`config.mk`:
```
export PLATFORM = sky130hd
export DESIGN_NAME = lsd_dimming_ctrl
export DESIGN_NICKNAME = d
export VERILOG_FILES = /design/src/lsd_pkg.sv /design/src/lsd_dimming_ctrl.sv /design/src/lsd_duty_extract.sv /design/src/lsd_dim_osc.sv
export SDC_FILE = /design/constraint.sdc
export NUM_CORES = 1
export LEC_CHECK = 0
export ABC_AREA = 1
export BUFFER_PORTS_ARGS = -buffer_cell sky130_fd_sc_hd__buf_2
export CAP_MARGIN = 20
export CORE_MARGIN = 4
export CORE_UTILIZATION = 54
export DETAILED_ROUTE_END_ITERATION = 6
export MAX_ROUTING_LAYER = met4
export PLACE_DENSITY_LB_ADDON = 0.12
export SYNTH_ARGS = -nofsm -noshare
export SYNTH_HDL_FRONTEND = slang
export SYNTH_SLANG_ARGS = --single-unit
```
`constraint.sdc`:
```
create_clock -name clk_i -period 3.3 [get_ports clk_i]
set_input_delay 0.165 -clock clk_i [delete_from_list [all_inputs] [get_ports clk_i]]
set_output_delay 0.165 -clock clk_i [all_outputs]
set_load 0.02 [all_outputs]
```
`src/lsd_pkg.sv`:
```
// Constants, types and the register map of the LED string dimming control
// Overview of operation
// - A open/B high or both high: fixed delay
// - A open/B low or A high/B low: no delay
// - Both selects low: direct PWM, PWM only
// - A low/B open or B high: DC current
// - Extract input duty 0-100% into 8 bits
// - Disable after input low over 10 ms
// - Hysteresis hides one LSB input jitter
// - Adjustable dimming oscillator sets period reference
// - Fixed delay staggers strings by two steps
// - No delay: all strings switch together
// - Direct: strings follow input level directly
// - DC: strings on, amplitude in 256 steps
// - Low headroom at overvoltage flags open load
// - High headroom disables string as short
// - Overvoltage stops boost until falling threshold
// - Boost soft start of about 1.5 ms
// - Brightness resets full, written only serial
// - Backlight on within 10 ms, off immediately
package lsd_pkg;
  localparam int unsigned CLK_HZ        = 100_000_000;
  localparam int unsigned ZERO_DUTY_MS  = 10;
  localparam int unsigned SOFT_START_US = 1500;
  localparam int unsigned ZERO_DUTY_CYC = ZERO_DUTY_MS * (CLK_HZ / 1000);
  localparam int unsigned SOFT_START_CYC = SOFT_START_US * (CLK_HZ / 1_000_000);

  localparam int unsigned NUM_STR   = 8;
  localparam int unsigned WIN_W     = 16;
  localparam logic [7:0]  STAGGER   = 8'h02;
  localparam logic [7:0]  LEVEL_MAX = 8'hFF;
  localparam logic [7:0]  LEVEL_MIN = 8'h00;
  localparam logic [7:0]  HYST_LSB  = 8'h01;

  // Three-level select pin as seen by the pin detector
  localparam logic [1:0] PIN_LOW  = 2'h0;
  localparam logic [1:0] PIN_OPEN = 2'h1;
  localparam logic [1:0] PIN_HIGH = 2'h2;

  localparam logic [3:0] ADR_BRIGHT = 4'h0;
  localparam logic [3:0] ADR_CTRL   = 4'h4;
  localparam logic [3:0] ADR_STEP   = 4'h8;
  localparam logic [3:0] ADR_STATUS = 4'hC;

  localparam logic [7:0]  BRIGHT_RST = 8'hFF;
  localparam logic [15:0] STEP_RST   = 16'h0186;
  localparam int unsigned CTRL_BL_ON = 0;
  localparam int unsigned ST_OPEN_LSB  = 8;
  localparam int unsigned ST_SHORT_LSB = 16;
  localparam int unsigned ST_EN        = 24;
  localparam int unsigned ST_SS_DONE   = 25;
  localparam int unsigned ST_OVP       = 26;
  localparam int unsigned ST_MODE_LSB  = 27;

  typedef enum logic [2:0] {
    LSD_OFF,
    LSD_FIXED,
    LSD_NODELAY,
    LSD_DIRECT,
    LSD_DC
  } lsd_mode_t;
endpackage : lsd_pkg

```
`src/lsd_dimming_ctrl.sv`:
```
// Top of the LED string dimming control with its Wishbone register slave
`timescale 1ns/10ps
`default_nettype none
module lsd_dimming_ctrl
  import lsd_pkg::*;
#(
  parameter int unsigned ZERO_TIMEOUT_CYC = ZERO_DUTY_CYC,
  parameter int unsigned SOFT_START_CLKS  = SOFT_START_CYC
) (
  input  wire logic        clk_i,
  input  wire logic        rst_i,
  input  wire logic        wb_cyc_i,
  input  wire logic        wb_stb_i,
  input  wire logic        wb_we_i,
  input  wire logic [3:0]  wb_adr_i,
  input  wire logic [3:0]  wb_sel_i,
  input  wire logic [31:0] wb_dat_i,
  output logic [31:0]      wb_dat_o,
  output logic             wb_ack_o,
  input  wire logic [1:0]  mode_select_a_i,
  input  wire logic [1:0]  mode_select_b_i,
  input  wire logic        pwm_brightness_input_i,
  input  wire logic [7:0]  headroom_voltage_low_i,
  input  wire logic [7:0]  headroom_voltage_high_i,
  input  wire logic        overvoltage_sense_rise_i,
  input  wire logic        overvoltage_sense_fall_i,
  output logic [7:0]       string_current_sink_o,
  output logic [7:0]       dc_level_o,
  output logic             boost_switch_en_o,
  output logic             soft_start_o,
  output logic [7:0]       open_load_protection_o,
  output logic [7:0]       short_circuit_protection_o,
  output logic             device_enabled_o
);
  logic [7:0]  brightness_level_r;
  logic        backlight_on_r;
  logic [15:0] step_len_r;
  logic        ovp_block_r;
  logic [31:0] ss_cnt_r;
  logic        ss_done_r;
  logic [7:0]  pwm_level;
  logic        pwm_idle;
  logic [7:0]  phase;
  lsd_mode_t   mode;
  logic        serial;
  logic        enable_nxt;
  logic [7:0]  level;
  logic [7:0]  pattern;
  logic        wb_req;
  logic [31:0] status;

  // Maps the two three-level selects to a dimming mode
  function automatic lsd_mode_t decode_mode(input logic [1:0] a, input logic [1:0] b);
    lsd_mode_t m;
    m = LSD_OFF;
    case (a)
      PIN_HIGH: begin
        case (b)
          PIN_HIGH: m = LSD_FIXED;
          PIN_LOW:  m = LSD_NODELAY;
          default:  m = LSD_OFF;
        endcase
      end
      PIN_OPEN: begin
        case (b)
          PIN_HIGH: m = LSD_FIXED;
          PIN_LOW:  m = LSD_NODELAY;
          default:  m = LSD_OFF;
        endcase
      end
      PIN_LOW: begin
        case (b)
          PIN_LOW:  m = LSD_DIRECT;
          PIN_OPEN: m = LSD_DC;
          PIN_HIGH: m = LSD_DC;
          default:  m = LSD_OFF;
        endcase
      end
      // Invalid code 3 leaves the strings dark
      default: m = LSD_OFF;
    endcase
    return m;
  endfunction : decode_mode

  // Serial interface is chosen by select A high, or A low with B high
  function automatic logic decode_serial(input logic [1:0] a, input logic [1:0] b);
    return (a == PIN_HIGH) || (a == PIN_LOW && b == PIN_HIGH);
  endfunction : decode_serial

  // Compare of a string's shifted phase against the level
  function automatic logic str_on(input logic [7:0] ph, input logic [7:0] off,
                                  input logic [7:0] lvl);
    logic [7:0] p;
    p = ph - off;
    return (lvl == LEVEL_MAX) || (p < lvl);
  endfunction : str_on

  lsd_duty_extract #(
    .IDLE_CYC (ZERO_TIMEOUT_CYC)
  ) u_extract (
    .clk_i   (clk_i),
    .rst_i   (rst_i),
    .pwm_i   (pwm_brightness_input_i),
    .level_o (pwm_level),
    .idle_o  (pwm_idle)
  );

  lsd_dim_osc u_osc (
    .clk_i      (clk_i),
    .rst_i      (rst_i),
    .step_len_i (step_len_r),
    .phase_o    (phase)
  );

  always_comb begin
    mode   = decode_mode(mode_select_a_i, mode_select_b_i);
    serial = decode_serial(mode_select_a_i, mode_select_b_i);
    // Serial modes ignore the input and dim from the stored value
    level  = serial ? brightness_level_r : pwm_level;
    // Serial side obeys the on bit, PWM side the input idle detect
    enable_nxt = (mode != LSD_OFF) && (serial ? backlight_on_r : !pwm_idle);
  end

  always_comb begin
    pattern = '0;
    for (int i = 0; i < NUM_STR; i++) begin
      case (mode)
        LSD_FIXED:   pattern[i] = str_on(phase, 8'(i) * STAGGER, level);
        LSD_NODELAY: pattern[i] = str_on(phase, LEVEL_MIN, level);
        LSD_DIRECT:  pattern[i] = pwm_brightness_input_i;
        LSD_DC:      pattern[i] = 1'b1;
        default:     pattern[i] = 1'b0;
      endcase
    end
  end

  // Enable is registered so it moves on the same edge as the boost, soft start and sink outputs
  always_ff @(posedge clk_i) begin
    if (rst_i) begin
      device_enabled_o <= 1'b0;
    end else begin
      device_enabled_o <= enable_nxt;
    end
  end

  // Soft start restarts on each enable; off is immediate
  always_ff @(posedge clk_i) begin
    if (rst_i) begin
      ss_cnt_r  <= '0;
      ss_done_r <= 1'b0;
    end else if (!enable_nxt) begin
      ss_cnt_r  <= '0;
      ss_done_r <= 1'b0;
    end else if (ss_cnt_r < SOFT_START_CLKS) begin
      ss_cnt_r  <= ss_cnt_r + 1'b1;
      ss_done_r <= (ss_cnt_r >= SOFT_START_CLKS - 1);
    end
  end

  // Rise wins, so a chattering sense pin cannot restart switching
  always_ff @(posedge clk_i) begin
    if (rst_i) begin
      ovp_block_r <= 1'b0;
    end else if (overvoltage_sense_rise_i) begin
      ovp_block_r <= 1'b1;
    end else if (overvoltage_sense_fall_i) begin
      ovp_block_r <= 1'b0;
    end
  end

  // Overvoltage gates switching only; the strings keep running
  always_ff @(posedge clk_i) begin
    if (rst_i) begin
      boost_switch_en_o <= 1'b0;
    end else begin
      boost_switch_en_o <= enable_nxt && !ovp_block_r;
    end
  end

  always_ff @(posedge clk_i) begin
    if (rst_i) begin
      soft_start_o <= 1'b0;
    end else begin
      soft_start_o <= enable_nxt && !ss_done_r;
    end
  end

  // Faults latch while enabled and only clear once the device is off
  always_ff @(posedge clk_i) begin
    if (rst_i) begin
      open_load_protection_o <= '0;
    end else if (!device_enabled_o) begin
      open_load_protection_o <= '0;
    end else begin
      // Low headroom only means open once the boost sits at its limit
      open_load_protection_o <= open_load_protection_o
                                | (headroom_voltage_low_i & {NUM_STR{ovp_block_r}});
    end
  end

  always_ff @(posedge clk_i) begin
    if (rst_i) begin
      short_circuit_protection_o <= '0;
    end else if (!device_enabled_o) begin
      short_circuit_protection_o <= '0;
    end else begin
      short_circuit_protection_o <= short_circuit_protection_o
                                    | headroom_voltage_high_i;
    end
  end

  always_ff @(posedge clk_i) begin
    if (rst_i) begin
      string_current_sink_o <= '0;
    end else begin
      // Strings wait for soft start, well inside the turn-on limit
      string_current_sink_o <= pattern & {NUM_STR{enable_nxt && ss_done_r}}
                               & ~open_load_protection_o
                               & ~short_circuit_protection_o;
    end
  end

  // Outside DC mode the amplitude sits at full scale
  always_ff @(posedge clk_i) begin
    if (rst_i) begin
      dc_level_o <= LEVEL_MAX;
    end else begin
      dc_level_o <= (mode == LSD_DC) ? level : LEVEL_MAX;
    end
  end

  assign wb_req = wb_cyc_i && wb_stb_i && !wb_ack_o;

  // Write strobe for one register offset
  function automatic logic wr_hit(input logic req, input logic [3:0] adr,
                                  input logic [3:0] target);
    return req && (adr == target);
  endfunction : wr_hit

  // Brightness only takes writes while a serial mode is selected
  always_ff @(posedge clk_i) begin
    if (rst_i) begin
      brightness_level_r <= BRIGHT_RST;
    end else if (wr_hit(wb_req && wb_we_i, wb_adr_i, ADR_BRIGHT) && wb_sel_i[0] && serial) begin
      brightness_level_r <= wb_dat_i[7:0];
    end
  end

  always_ff @(posedge clk_i) begin
    if (rst_i) begin
      backlight_on_r <= 1'b0;
    end else if (wr_hit(wb_req && wb_we_i, wb_adr_i, ADR_CTRL) && wb_sel_i[0]) begin
      backlight_on_r <= wb_dat_i[CTRL_BL_ON];
    end
  end

  // Step length bytes follow their own byte enables
  always_ff @(posedge clk_i) begin
    if (rst_i) begin
      step_len_r <= STEP_RST;
    end else if (wr_hit(wb_req && wb_we_i, wb_adr_i, ADR_STEP)) begin
      if (wb_sel_i[0]) step_len_r[7:0] <= wb_dat_i[7:0];
      if (wb_sel_i[1]) step_len_r[15:8] <= wb_dat_i[15:8];
    end
  end

  // Status is read-only; writes to its offset are dropped
  always_comb begin
    status = '0;
    status[7:0] = level;
    status[ST_OPEN_LSB +: 8]  = open_load_protection_o;
    status[ST_SHORT_LSB +: 8] = short_circuit_protection_o;
    status[ST_EN]       = device_enabled_o;
    status[ST_SS_DONE]  = ss_done_r;
    status[ST_OVP]      = ovp_block_r;
    status[ST_MODE_LSB +: 3] = mode;
  end

  // Single-wait-state slave; unmapped reads return zero
  always_ff @(posedge clk_i) begin
    if (rst_i) begin
      wb_ack_o <= 1'b0;
    end else begin
      wb_ack_o <= wb_req;
    end
  end

  // Read data only changes on a request, so it stands with ack
  always_ff @(posedge clk_i) begin
    if (rst_i) begin
      wb_dat_o <= '0;
    end else if (wb_req) begin
      case (wb_adr_i)
        ADR_BRIGHT: wb_dat_o <= {24'h000000, brightness_level_r};
        ADR_CTRL:   wb_dat_o <= {31'h00000000, backlight_on_r};
        ADR_STEP:   wb_dat_o <= {16'h0000, step_len_r};
        ADR_STATUS: wb_dat_o <= status;
        default:    wb_dat_o <= '0;
      endcase
    end
  end
endmodule : lsd_dimming_ctrl
`default_nettype wire

```
`src/lsd_duty_extract.sv`:
```
// Duty extractor for the PWM brightness input, with hysteresis and idle detect
`timescale 1ns/10ps
`default_nettype none
module lsd_duty_extract
  import lsd_pkg::*;
#(
  parameter int unsigned IDLE_CYC = ZERO_DUTY_CYC
) (
  input  wire logic       clk_i,
  input  wire logic       rst_i,
  input  wire logic       pwm_i,
  output logic [7:0]      level_o,
  output logic            idle_o
);
  logic [WIN_W-1:0] win_cnt_r;
  logic [WIN_W:0]   high_cnt_r;
  logic [WIN_W:0]   total;
  logic [7:0]       raw;
  logic [7:0]       diff;
  logic [31:0]      low_cnt_r;

  always_comb begin
    total = high_cnt_r + {{WIN_W{1'b0}}, pwm_i};
    // All-high window saturates to full scale
    raw   = total[WIN_W] ? LEVEL_MAX : total[WIN_W-1 -: 8];
    diff  = (raw > level_o) ? raw - level_o : level_o - raw;
  end

  always_ff @(posedge clk_i) begin
    if (rst_i) begin
      win_cnt_r  <= '0;
      high_cnt_r <= '0;
    end else begin
      win_cnt_r <= win_cnt_r + 1'b1;
      if (&win_cnt_r) begin
        high_cnt_r <= '0;
      end else begin
        high_cnt_r <= total;
      end
    end
  end

  // One-LSB moves are ignored, but the ends stay reachable
  always_ff @(posedge clk_i) begin
    if (rst_i) begin
      level_o <= LEVEL_MIN;
    end else if (&win_cnt_r && (diff > HYST_LSB || raw == LEVEL_MIN || raw == LEVEL_MAX)) begin
      level_o <= raw;
    end
  end

  always_ff @(posedge clk_i) begin
    if (rst_i) begin
      low_cnt_r <= '0;
      idle_o    <= 1'b1;
    end else begin
      if (pwm_i) begin
        low_cnt_r <= '0;
      end else if (low_cnt_r < IDLE_CYC) begin
        low_cnt_r <= low_cnt_r + 1'b1;
      end
      idle_o <= !pwm_i && (low_cnt_r >= IDLE_CYC - 1);
    end
  end
endmodule : lsd_duty_extract
`default_nettype wire

```
`src/lsd_dim_osc.sv`:
```
// Dimming oscillator: 256 phase steps per dimming period
`timescale 1ns/10ps
`default_nettype none
module lsd_dim_osc
  import lsd_pkg::*;
(
  input  wire logic        clk_i,
  input  wire logic        rst_i,
  input  wire logic [15:0] step_len_i,
  output logic [7:0]       phase_o
);
  logic [15:0] step_cnt_r;

  // Period is 256 times the step length in clocks
  always_ff @(posedge clk_i) begin
    if (rst_i) begin
      step_cnt_r <= '0;
      phase_o    <= '0;
    end else if (step_cnt_r + 16'h0001 >= step_len_i) begin
      step_cnt_r <= '0;
      phase_o    <= phase_o + 8'h01;
    end else begin
      step_cnt_r <= step_cnt_r + 16'h0001;
    end
  end
endmodule : lsd_dim_osc
`default_nettype wire

```
### Yosys cells after proc, flatten, opt, wreduce, memory -nomap -nowiden

Cells that the tools add are included.

| operators by class | value |
|---|---|
| mux-type cells | 18 |
| order comparisons | 15 |
| bitwise gates (word level) | 11 |
| $add $sub $neg | 15 |
| equality and inequality tests | 13 |
| reductions and logical operators | 50 |

Operators by type and width:

| kind | count |
|---|---|
| $pmux W30 S4 | 1 |
| $add A32 B1 Y32 const B | 2 |
| $lt A8 B8 Y1 | 8 |
| $add A16 B1 Y16 const B | 2 |
| $and A8 B8 Y8 | 4 |
| $ge A32 B18 Y1 const B | 1 |
| $ge A32 B20 Y1 const B | 1 |
| $lt A32 B18 Y1 const B | 1 |
| $lt A32 B20 Y1 const B | 1 |
| $sub A8 B4 Y8 const B | 4 |
| $pmux W1 S4 | 7 |
| $mux W8 | 3 |
| $reduce_or A2 Y1 | 9 |
| $add A17 B1 Y17 | 1 |
| $eq A8 B8 Y1 const B | 2 |
| $ge A16 B16 Y1 | 1 |
| $logic_and A1 B1 Y1 | 16 |
| $not A8 Y8 | 2 |
| $or A8 B8 Y8 | 2 |
| $reduce_and A16 Y1 | 1 |
| $sub A8 B3 Y8 const B | 2 |
| $sub A8 B8 Y8 | 2 |
| $pmux W3 S2 | 2 |
| $logic_or A1 B1 Y1 | 11 |
| other kinds (22) | 36 |

| storage, ports and cells | value |
|---|---|
| word-level logic and storage cells | 145 |
| input port bits | 68 |
| output and inout port bits | 68 |
| flip-flop bits (word level) | 225 |

### Logic depth before layout (Yosys ltp)

Gate-level depths: netlist of the first run.

| logic depth | value |
|---|---|
| word-level depth | 10 |
| gate-level depth with buffers | 28 |
| depth with buffers taken out | 26 |

### Cells and area by module

Synthesis of the first run repeated with hierarchy kept, for this count alone.

| second synthesis, totals | value |
|---|---|
| cells, all modules | 1,892 |
| area total of the unflattened synthesis | 13,198.9 um2 |

Modules (own cells, without submodules):

| module | seq. area each (um2) | area each (um2) | cells an instance | times used |
|---|---|---|---|---|
| lsd_dimming_ctrl | 2,502.4 | 7,061.8 | 992 | 1 |
| lsd_duty_extract | 1,481.4 | 4,311.6 | 654 | 1 |
| lsd_dim_osc | 480.5 | 1,825.5 | 246 | 1 |

### Least setup slack after synthesis of the first run

No wires, ideal clock.

| timing path | value |
|---|---|
| kind | register -> register |
| start | register u_osc.step_cnt_r[0] |
| end | register u_osc.step_cnt_r[0] |
| library setup time | 0.127 ns |
| period minus slack after synthesis | 3.240 ns |
| stages on the path, launching flop included | 24 |
| required time | 3.173 ns |
| path slack | 0.060 ns |
| path buffers | 1 |
| data arrival time | 3.114 ns |
| cell sequence | dfxtp_1 > ha_1 > nand2_1 > nor2_1 > nand3_1 > nor2_1 > inv_1 > nor2_1 > nand3_1 > nor2_1 > nand2_1 > xor2_1 > inv_1 > ha_1 > nand2_1 > inv_1 > nand3_1 > nor3_1 > nand3_1 > nand3_1 > inv_1 > nand2_1 > clkbuf_1 > nor2_1 |

| between the ends | value |
|---|---|
| word-level cells in the longest chain between the ends | 3 |

RTL lines:

| what | line | source |
|---|---|---|
| from (decl) | lsd_dim_osc.sv:12 | `logic [15:0] step_cnt_r;` |
| from (signal assigned) | lsd_dim_osc.sv:23 | `step_cnt_r <= step_cnt_r + 16'h0001;` |
| $add A16 B1 Y16 * | lsd_dim_osc.sv:19, lsd_dim_osc.sv:23 |  |
| $ge A16 B16 Y1 | lsd_dim_osc.sv:19 | `end else if (step_cnt_r + 16'h0001 >= step_len_i) begin` |
| $reduce_or A2 Y1 (no line) | n/a |  |

Every way passes the cells marked *; elsewhere a longest branch is shown, timed or not.
A chain may end at the register's enable or synchronous reset.

### Worst setup path in the final report of the first run

| timing path | value |
|---|---|
| start | register u_osc.step_cnt_r[0] |
| end | register u_osc.phase_o[2] |

| between the ends | value |
|---|---|
| word-level cells in the longest chain between the ends | 2 |

RTL lines:

| what | line | source |
|---|---|---|
| $add A16 B1 Y16 | lsd_dim_osc.sv:19 |  |
| $ge A16 B16 Y1 | lsd_dim_osc.sv:19 |  |
| to (signal assigned) | lsd_dim_osc.sv:21 | `phase_o <= phase_o + 8'h01;` |
| to (decl) | lsd_dim_osc.sv:10 | `output logic [7:0] phase_o` |

Every way passes these cells.

==> results of run 1 <==
[flip-flops by register name, indices dropped and copies added (netlist names)]
name,cells
ss_cnt_r,32
u_extract.level_o,8
u_osc.phase_o,8
u_extract.idle_o,1
ovp_block_r,1
u_extract.low_cnt_r,32
ss_done_r,1
brightness_level_r,8
soft_start_o,1
dc_level_o,8
u_extract.high_cnt_r,17
step_len_r,16
device_enabled_o,1
u_extract.win_cnt_r,16
string_current_sink_o,8
wb_ack_o,1
open_load_protection_o,8
backlight_on_r,1
boost_switch_en_o,1
wb_dat_o,30
short_circuit_protection_o,8
u_osc.step_cnt_r,16
[power breakdown]
part | total (mW) | switching [mW] | internal [mW]
clock network | 2.73 | 1.13 | 1.59
logic | 0.417 | 0.256 | 0.161
registers | 2.73 | 0.0174 | 2.71
total | 5.87 | 1.41 | 4.47
[worst paths after layout]
check | end | slack [ns] | start | cells past startpoint
setup / recovery | u_osc.phase_o[2] | 0.19 | u_osc.step_cnt_r[0] | 23
hold / removal | u_extract.win_cnt_r[0] | 0.03 | rst_i | 2
setup reg to reg | u_osc.phase_o[2] | 0.19 | u_osc.step_cnt_r[0] | 23
hold reg to reg | ss_cnt_r[26] | 0.43 | ss_cnt_r[26] | 2
[Yosys cell counts (2+ instances only)]
library cell  number
nor2_2             9
nor2_4             5
nor2_1           215
buf_6              2
nor3_2             3
buf_1              3
nand4_1           29
clkinv_1           6
o211ai_1           5
clkbuf_1          25
fa_1               2
xnor2_1           11
o22ai_1           15
nand3_2            4
or2_2              5
nor3_1            35
a211oi_1           9
dfxtp_1          223
xor2_1            43
nand3_1           94
ha_1             101
nor4_1            18
o21ai_0           73
o21ai_1            4
a21oi_2            8
buf_4              3
o21bai_1           2
inv_2              5
nand2_2            9
buf_2              7
nand2_1          440
a21oi_1          148
nand2_4            3
inv_1            263
[per-stage QoR]
step	power [mW]	instances	setup slack, ns	utilization, %	cell area (um^2)
floorplan	3.023	1845	0.05973	-	12740
global placement	3.146	2270	0.06382	60.22	13800
detailed placement	3.159	2270	-0.04814	60.22	13800
CTS	5.908	2350	0.01396	65.45	15000
global route	6.086	2364	-0.09998	67.76	15530
finish	5.874	2364	0.1865	67.76	15530
[cell families (layout without fill, tap and decap cells)]
kind of cell	Yosys count	count (layout)	share of synthesized area [%]
and+or+nand+nor	877	878	29.72
AOI/OAI and AO/OA	270	270	11.50
DFF	223	223	35.05
buffers and inverters	316	520	9.745
other	1	3	0.02944
xor gates and xnor gates	54	54	3.713
adders and majority gates	103	103	10.24
[per-layer routing]
layer	up-vias	track usage, %
li1	6287	-
met1	5555	30.51
met2	293	41.78
met3	83	3.113
met4	0	8.686
met5	-	-
[critical path: cells and delay by family (launching register included)]
kind	cells	cell delay [ns]
AO/OA/AOI/OAI	2	0.20
XOR/XNOR	1	0.18
adder cells (fa/ha/maj)	2	0.40
buffers and inverters	4	0.32
flip-flops	1	0.35
AND/OR/NAND/NOR	14	1.55
[area by class of cell]
type	count	area (um^2)
well taps	313	391.6
clock buffers	28	655.6
fillers	1994	7388
flip-flops and latches	223	4469
repair buffers	202	1349
clock inverters	16	165.2
diodes	1	2.502
inverters	274	1028
multi-input cells	1307	7466
[timing repair]
item | in CTS | in global routing
hold buffers | 35 | 0
pin swaps | 1 | 32
hold endpoints to repair | 41 | 0
setup endpoints to repair | 24 | 32
cloned | 1 | 0
buffers inserted | 0 | 13
gates resized for setup | 5 | 106
[cells in the final DEF, fill, tap and decap left out, drive strengths merged, types with 4 or more instances in the layout]
master	instances
nor2	230
o21ai	78
o22ai	15
dfxtp	223
ha	101
clkbuf	28
or2	6
nand2	452
nor3	38
a211oi	9
nor4	19
nand3	100
xor2	43
o211ai	5
clkinvlp	4
buf	167
dlygate4sd3	35
a21oi	156
clkinv	15
inv	269
xnor2	11
nand4	29
==> results.sh, run 1 <==
export IMPL_wirelength_um=33210
export IMPL_path_cells="ha_4 -> nand2_2 -> nor2_4 -> nand3_2 -> nor2_4 -> inv_2 -> nor2_4 -> nand3_2 -> nor2_2 -> nand2_2 -> xor2_2 -> inv_1 -> ha_1 -> nand2_1 -> inv_1 -> nand3_2 -> nor3_2 -> nand3_1 -> nand3_2 -> buf_6 -> nand2_1 -> o21ai_0 -> a21oi_1"
export IMPL_tightest_slew_ns=0.8839
export IMPL_critPathLaunchType="flip-flop"
export IMPL_required_ns=3.70
export IMPL_relSlewSlack_pct=41.01
export IMPL_cpPeakStageDelay_ns=0.35
export IMPL_num_rows=55
export IMPL_rsz0062_at_grt="yes"
export IMPL_power_leakage_nw=6.822
export IMPL_clock_sinks=223
export IMPL_synth_top_cell_area_share_pct=35.05
export IMPL_dp_hpwl_um=24060
export IMPL_post_route_drc_count=0
export IMPL_async_flop_share_pct=0
export IMPL_ctsRootBufferMaster="clkbuf_16"
export IMPL_period_needed_ns=3.114
export IMPL_cts_tree="done"
export IMPL_cts_buffer_depth=3
export IMPL_drive_gt1_share_pct=16.73
export IMPL_vias_per_cell=5.168
export IMPL_grt_pass1_wl_um=53110
export IMPL_synthDistinctLibCells=51
export IMPL_synth_ff_type="dfxtp_1"
export IMPL_cts_buffers=24
export IMPL_whs_ns=0.03030
export IMPL_synth_seq_cells=223
export IMPL_finalSetupViolCount=0
export IMPL_wl_met1_um=14320
export IMPL_place_gp_congestion=0.9489
export IMPL_syn_to_final_growth_pct=21.91
export IMPL_grtUsageTotal_pct=24.70
export IMPL_routed_top_layer="met4"
export IMPL_drv_cap=0
export IMPL_insertion_delay_ns=0.53
export IMPL_ant_nets=0
export IMPL_end_kind="flip-flop"
export IMPL_io_pins=136
export IMPL_drtPass1Iterations=7
export IMPL_synth_edf_count=0
export IMPL_syn_inst=1844
export IMPL_fin_setup_tns_ns=0
export IMPL_final_max_slew_viol_count=0
export IMPL_cts_max_level=1
export IMPL_clock_skew_ns=0.01263
export IMPL_finalHoldViolCount=0
export IMPL_yosysSeqAreaShare_pct=35.05
export IMPL_max_freq_ghz=0.3212
export IMPL_grt_pass1_vias=11330
export IMPL_fin_nets=2203
export IMPL_cp_common_cell="nand3_2"
export IMPL_vias=12220
export IMPL_grt_max_degree=49
export IMPL_start_util_pct=55.58
export IMPL_syn_area_um2=12740
export IMPL_wl_met3_um=1671
export IMPL_die_x_um=161.6
export IMPL_cp_data_arrival_time_ns=3.51
export IMPL_chipHeight_um=161.6
export IMPL_wl_met2_um=16110
export IMPL_drt_iter0_markers=639
export IMPL_critPathKind="reg2reg"
export IMPL_synth_area_top_cells="dfxtp_1, nand2_1, ha_1"
export IMPL_avgRoutedWirePerCell_um=14.05
export IMPL_vdd_ir_drop_max_mv=0.5016
export IMPL_slowest_stage="dfxtp_2"
export IMPL_syn_area_per_cell_um2=6.907
export IMPL_fp_coreArea_um2=22920
export IMPL_yosysTopAreaCell="dfxtp_1"
export IMPL_die_area_um2=26110
export IMPL_cp_max_fo=6
export IMPL_yosys_warnings=0
export IMPL_hold_class="in2reg"
export IMPL_numPortBuffers=115
export IMPL_clk_pin_slew_worst_paths_ns=0.06
export IMPL_outcome="finished, final reports clean"
export IMPL_antenna_found_initial=1
export IMPL_grt_overflow_total=0
export IMPL_fin_crit_sh_pct=94.35
export IMPL_powerDensity_nw_per_um2=378.3
Power figures use the tool's default switching activity.
==> run 2, diff against run 1 <==
- CORE_UTILIZATION: 54 -> 50
- REMOVE_ABC_BUFFERS: unset -> 1
==> run 2 against run 1 <==
Global-route usage down 1.5 points. Core utilization down 5.8 points. Combinational power about the same. Fmax down 1.4%. Sequential cell count unchanged. Via count down 0.39%. Register-to-register slack worse by 0.04 ns. Cell area up 0.14%. Clock skew up 0.0022 ns. Critical endpoint is now u_osc.step_cnt_r[9]. Largest power group is now clock.
==> results.sh, run 2 (synthesis results as in run 1) <==
export IMPL_outcome="finished, final reports clean"
export IMPL_crit_buf_inv=7
export IMPL_slowest_stage="dfxtp_2"
export IMPL_finalHoldViolCount=0
export IMPL_grtUsageTotal_pct=23.24
export IMPL_insertion_delay_ns=0.54
export IMPL_place_gp_congestion=0.8873
export IMPL_cts_tree="done"
export IMPL_final_util_pct=61.93
export IMPL_cpPeakStageDelay_ns=0.35
export IMPL_syn_to_final_growth_pct=22.08
export IMPL_fin_nets=2204
export IMPL_grt_pass1_wl_um=53990
export IMPL_num_rows=58
export IMPL_cts_max_level=1
export IMPL_cts_buffer_depth=3
export IMPL_max_freq_ghz=0.3168
export IMPL_vdd_ir_drop_max_mv=0.4640
export IMPL_antenna_found_initial=3
export IMPL_post_route_drc_count=0
export IMPL_end_kind="flip-flop"
export IMPL_die_x_um=167.6
export IMPL_powerDensity_nw_per_um2=395.2
export IMPL_critPathKind="reg2reg"
export IMPL_cp_common_cell="nand3_2"
export IMPL_fp_coreArea_um2=25110
export IMPL_cp_max_fo=8
export IMPL_rsz0062_at_grt="yes"
export IMPL_grt_overflow_total=0
export IMPL_fin_setup_tns_ns=0
export IMPL_grt_pass1_vias=11150
export IMPL_cts_buffers=25
export IMPL_clock_skew_ns=0.01478
export IMPL_die_area_um2=28090
export IMPL_avgRoutedWirePerCell_um=13.85
export IMPL_vias=12170
export IMPL_clk_pin_slew_worst_paths_ns=0.06
export IMPL_fin_crit_sh_pct=95.65
export IMPL_required_ns=3.72
export IMPL_layout_commonest_cell="nand2_1"
export IMPL_ctsRootBufferMaster="clkbuf_16"
export IMPL_drtPass1Iterations=5
export IMPL_drv_cap=0
export IMPL_final_max_slew_viol_count=0
export IMPL_finalSetupViolCount=0
export IMPL_vias_per_cell=5.107
export IMPL_power_leakage_nw=6.865
export IMPL_grt_max_degree=34
export IMPL_io_pins=136
export IMPL_final_cell_mix="nand2_1, inv_1, dfxtp_1"
export IMPL_dp_hpwl_um=23860
export IMPL_hold_class="in2reg"
export IMPL_period_needed_ns=3.156
export IMPL_cpLargestDelayFamily="simple AND/OR/NAND/NOR gates"
export IMPL_drive_gt1_share_pct=15.90
export IMPL_start_util_pct=50.73
export IMPL_wirelength_um=33010
export IMPL_chipHeight_um=167.6
export IMPL_relSlewSlack_pct=43.61
export IMPL_critPathLaunchType="flip-flop"
export IMPL_cp_data_arrival_time_ns=3.57
export IMPL_ant_nets=0
export IMPL_clock_sinks=223
export IMPL_tightest_slew_ns=0.8394
export IMPL_numPortBuffers=115
export IMPL_reg_largest_list="ss_cnt_r x32, u_extract.low_cnt_r x32, wb_dat_o x30"
export IMPL_drt_iter0_markers=753
-- run 2: through the flow --
step,worst slack [ns],total power [mW],instances,instance area [um^2],hold WS (ns)
after floorplan,0.1789,3.005,1803,12530,0.2317
after global placement,0.04075,3.149,2293,13870,0.3722
after detailed placement,-0.05906,3.159,2293,13870,0.3790
after CTS,0.007876,6.195,2373,15130,0.03665
after global routing,-0.1418,6.377,2383,15550,0.06549
final,0.1436,6.146,2383,15550,0.05454
-- run 2: power breakdown --
part	switching, mW	leakage [nW]	internal [mW]
Combinational	0.254	4.64	0.166
Sequential	0.0179	1.80	2.71
Clock	1.16	0.429	1.83
-- run 2: what timing repair did --
| action | 4_1_cts | 5_1_grt |
|---|---|---|
| setup buffers | 0 | 5 |
| pin swaps | 1 | 26 |
| cloned | 1 | 1 |
| hold buffers | 35 | 0 |
| gates resized for setup | 3 | 79 |
| hold endpoints to repair | 41 | 0 |
| endpoints found under the setup margin | 8 | 32 |
-- run 2: final timing paths --
path / start / end / slack [ns] / cells past startpoint
max: u_osc.step_cnt_r[1] / u_osc.step_cnt_r[9] / 0.14 / 25
min: wb_adr_i[3] / backlight_on_r / 0.05 / 4
min reg2reg: ss_cnt_r[27] / ss_cnt_r[27] / 0.42 / 2
max reg2reg: u_osc.step_cnt_r[1] / u_osc.step_cnt_r[9] / 0.14 / 25
-- run 2: per-layer routing --
layer  vias to the layer above  share of wire [%]  global-route usage [%]
met1                      5567                 45                   29.87
met4                         0                3.2                   7.128
met2                       252                 48                   38.38
met3                        65                4.2                   3.022
met5                         -                  0                       -
li1                       6286                  -                       -
-- run 2: area by class of cell --
class	instances	area [um^2]
fillers	2339	9559
diodes	3	7.507
multi-input cells	1307	7392
repair buffers	202	1348
flip-flops and latches	223	4468
inverters	274	1031
clock buffers	28	656.9
clock inverters	16	234.0
well taps	330	412.9
-- run 2: worst reg2reg max path: cells and delay by family (launching register included) --
family | cells | cell delay, ns
buffers and inverters | 7 | 0.71
and+or+nand+nor | 15 | 1.41
DFF | 1 | 0.35
xor gates and xnor gates | 1 | 0.16
adders and majority gates | 2 | 0.41
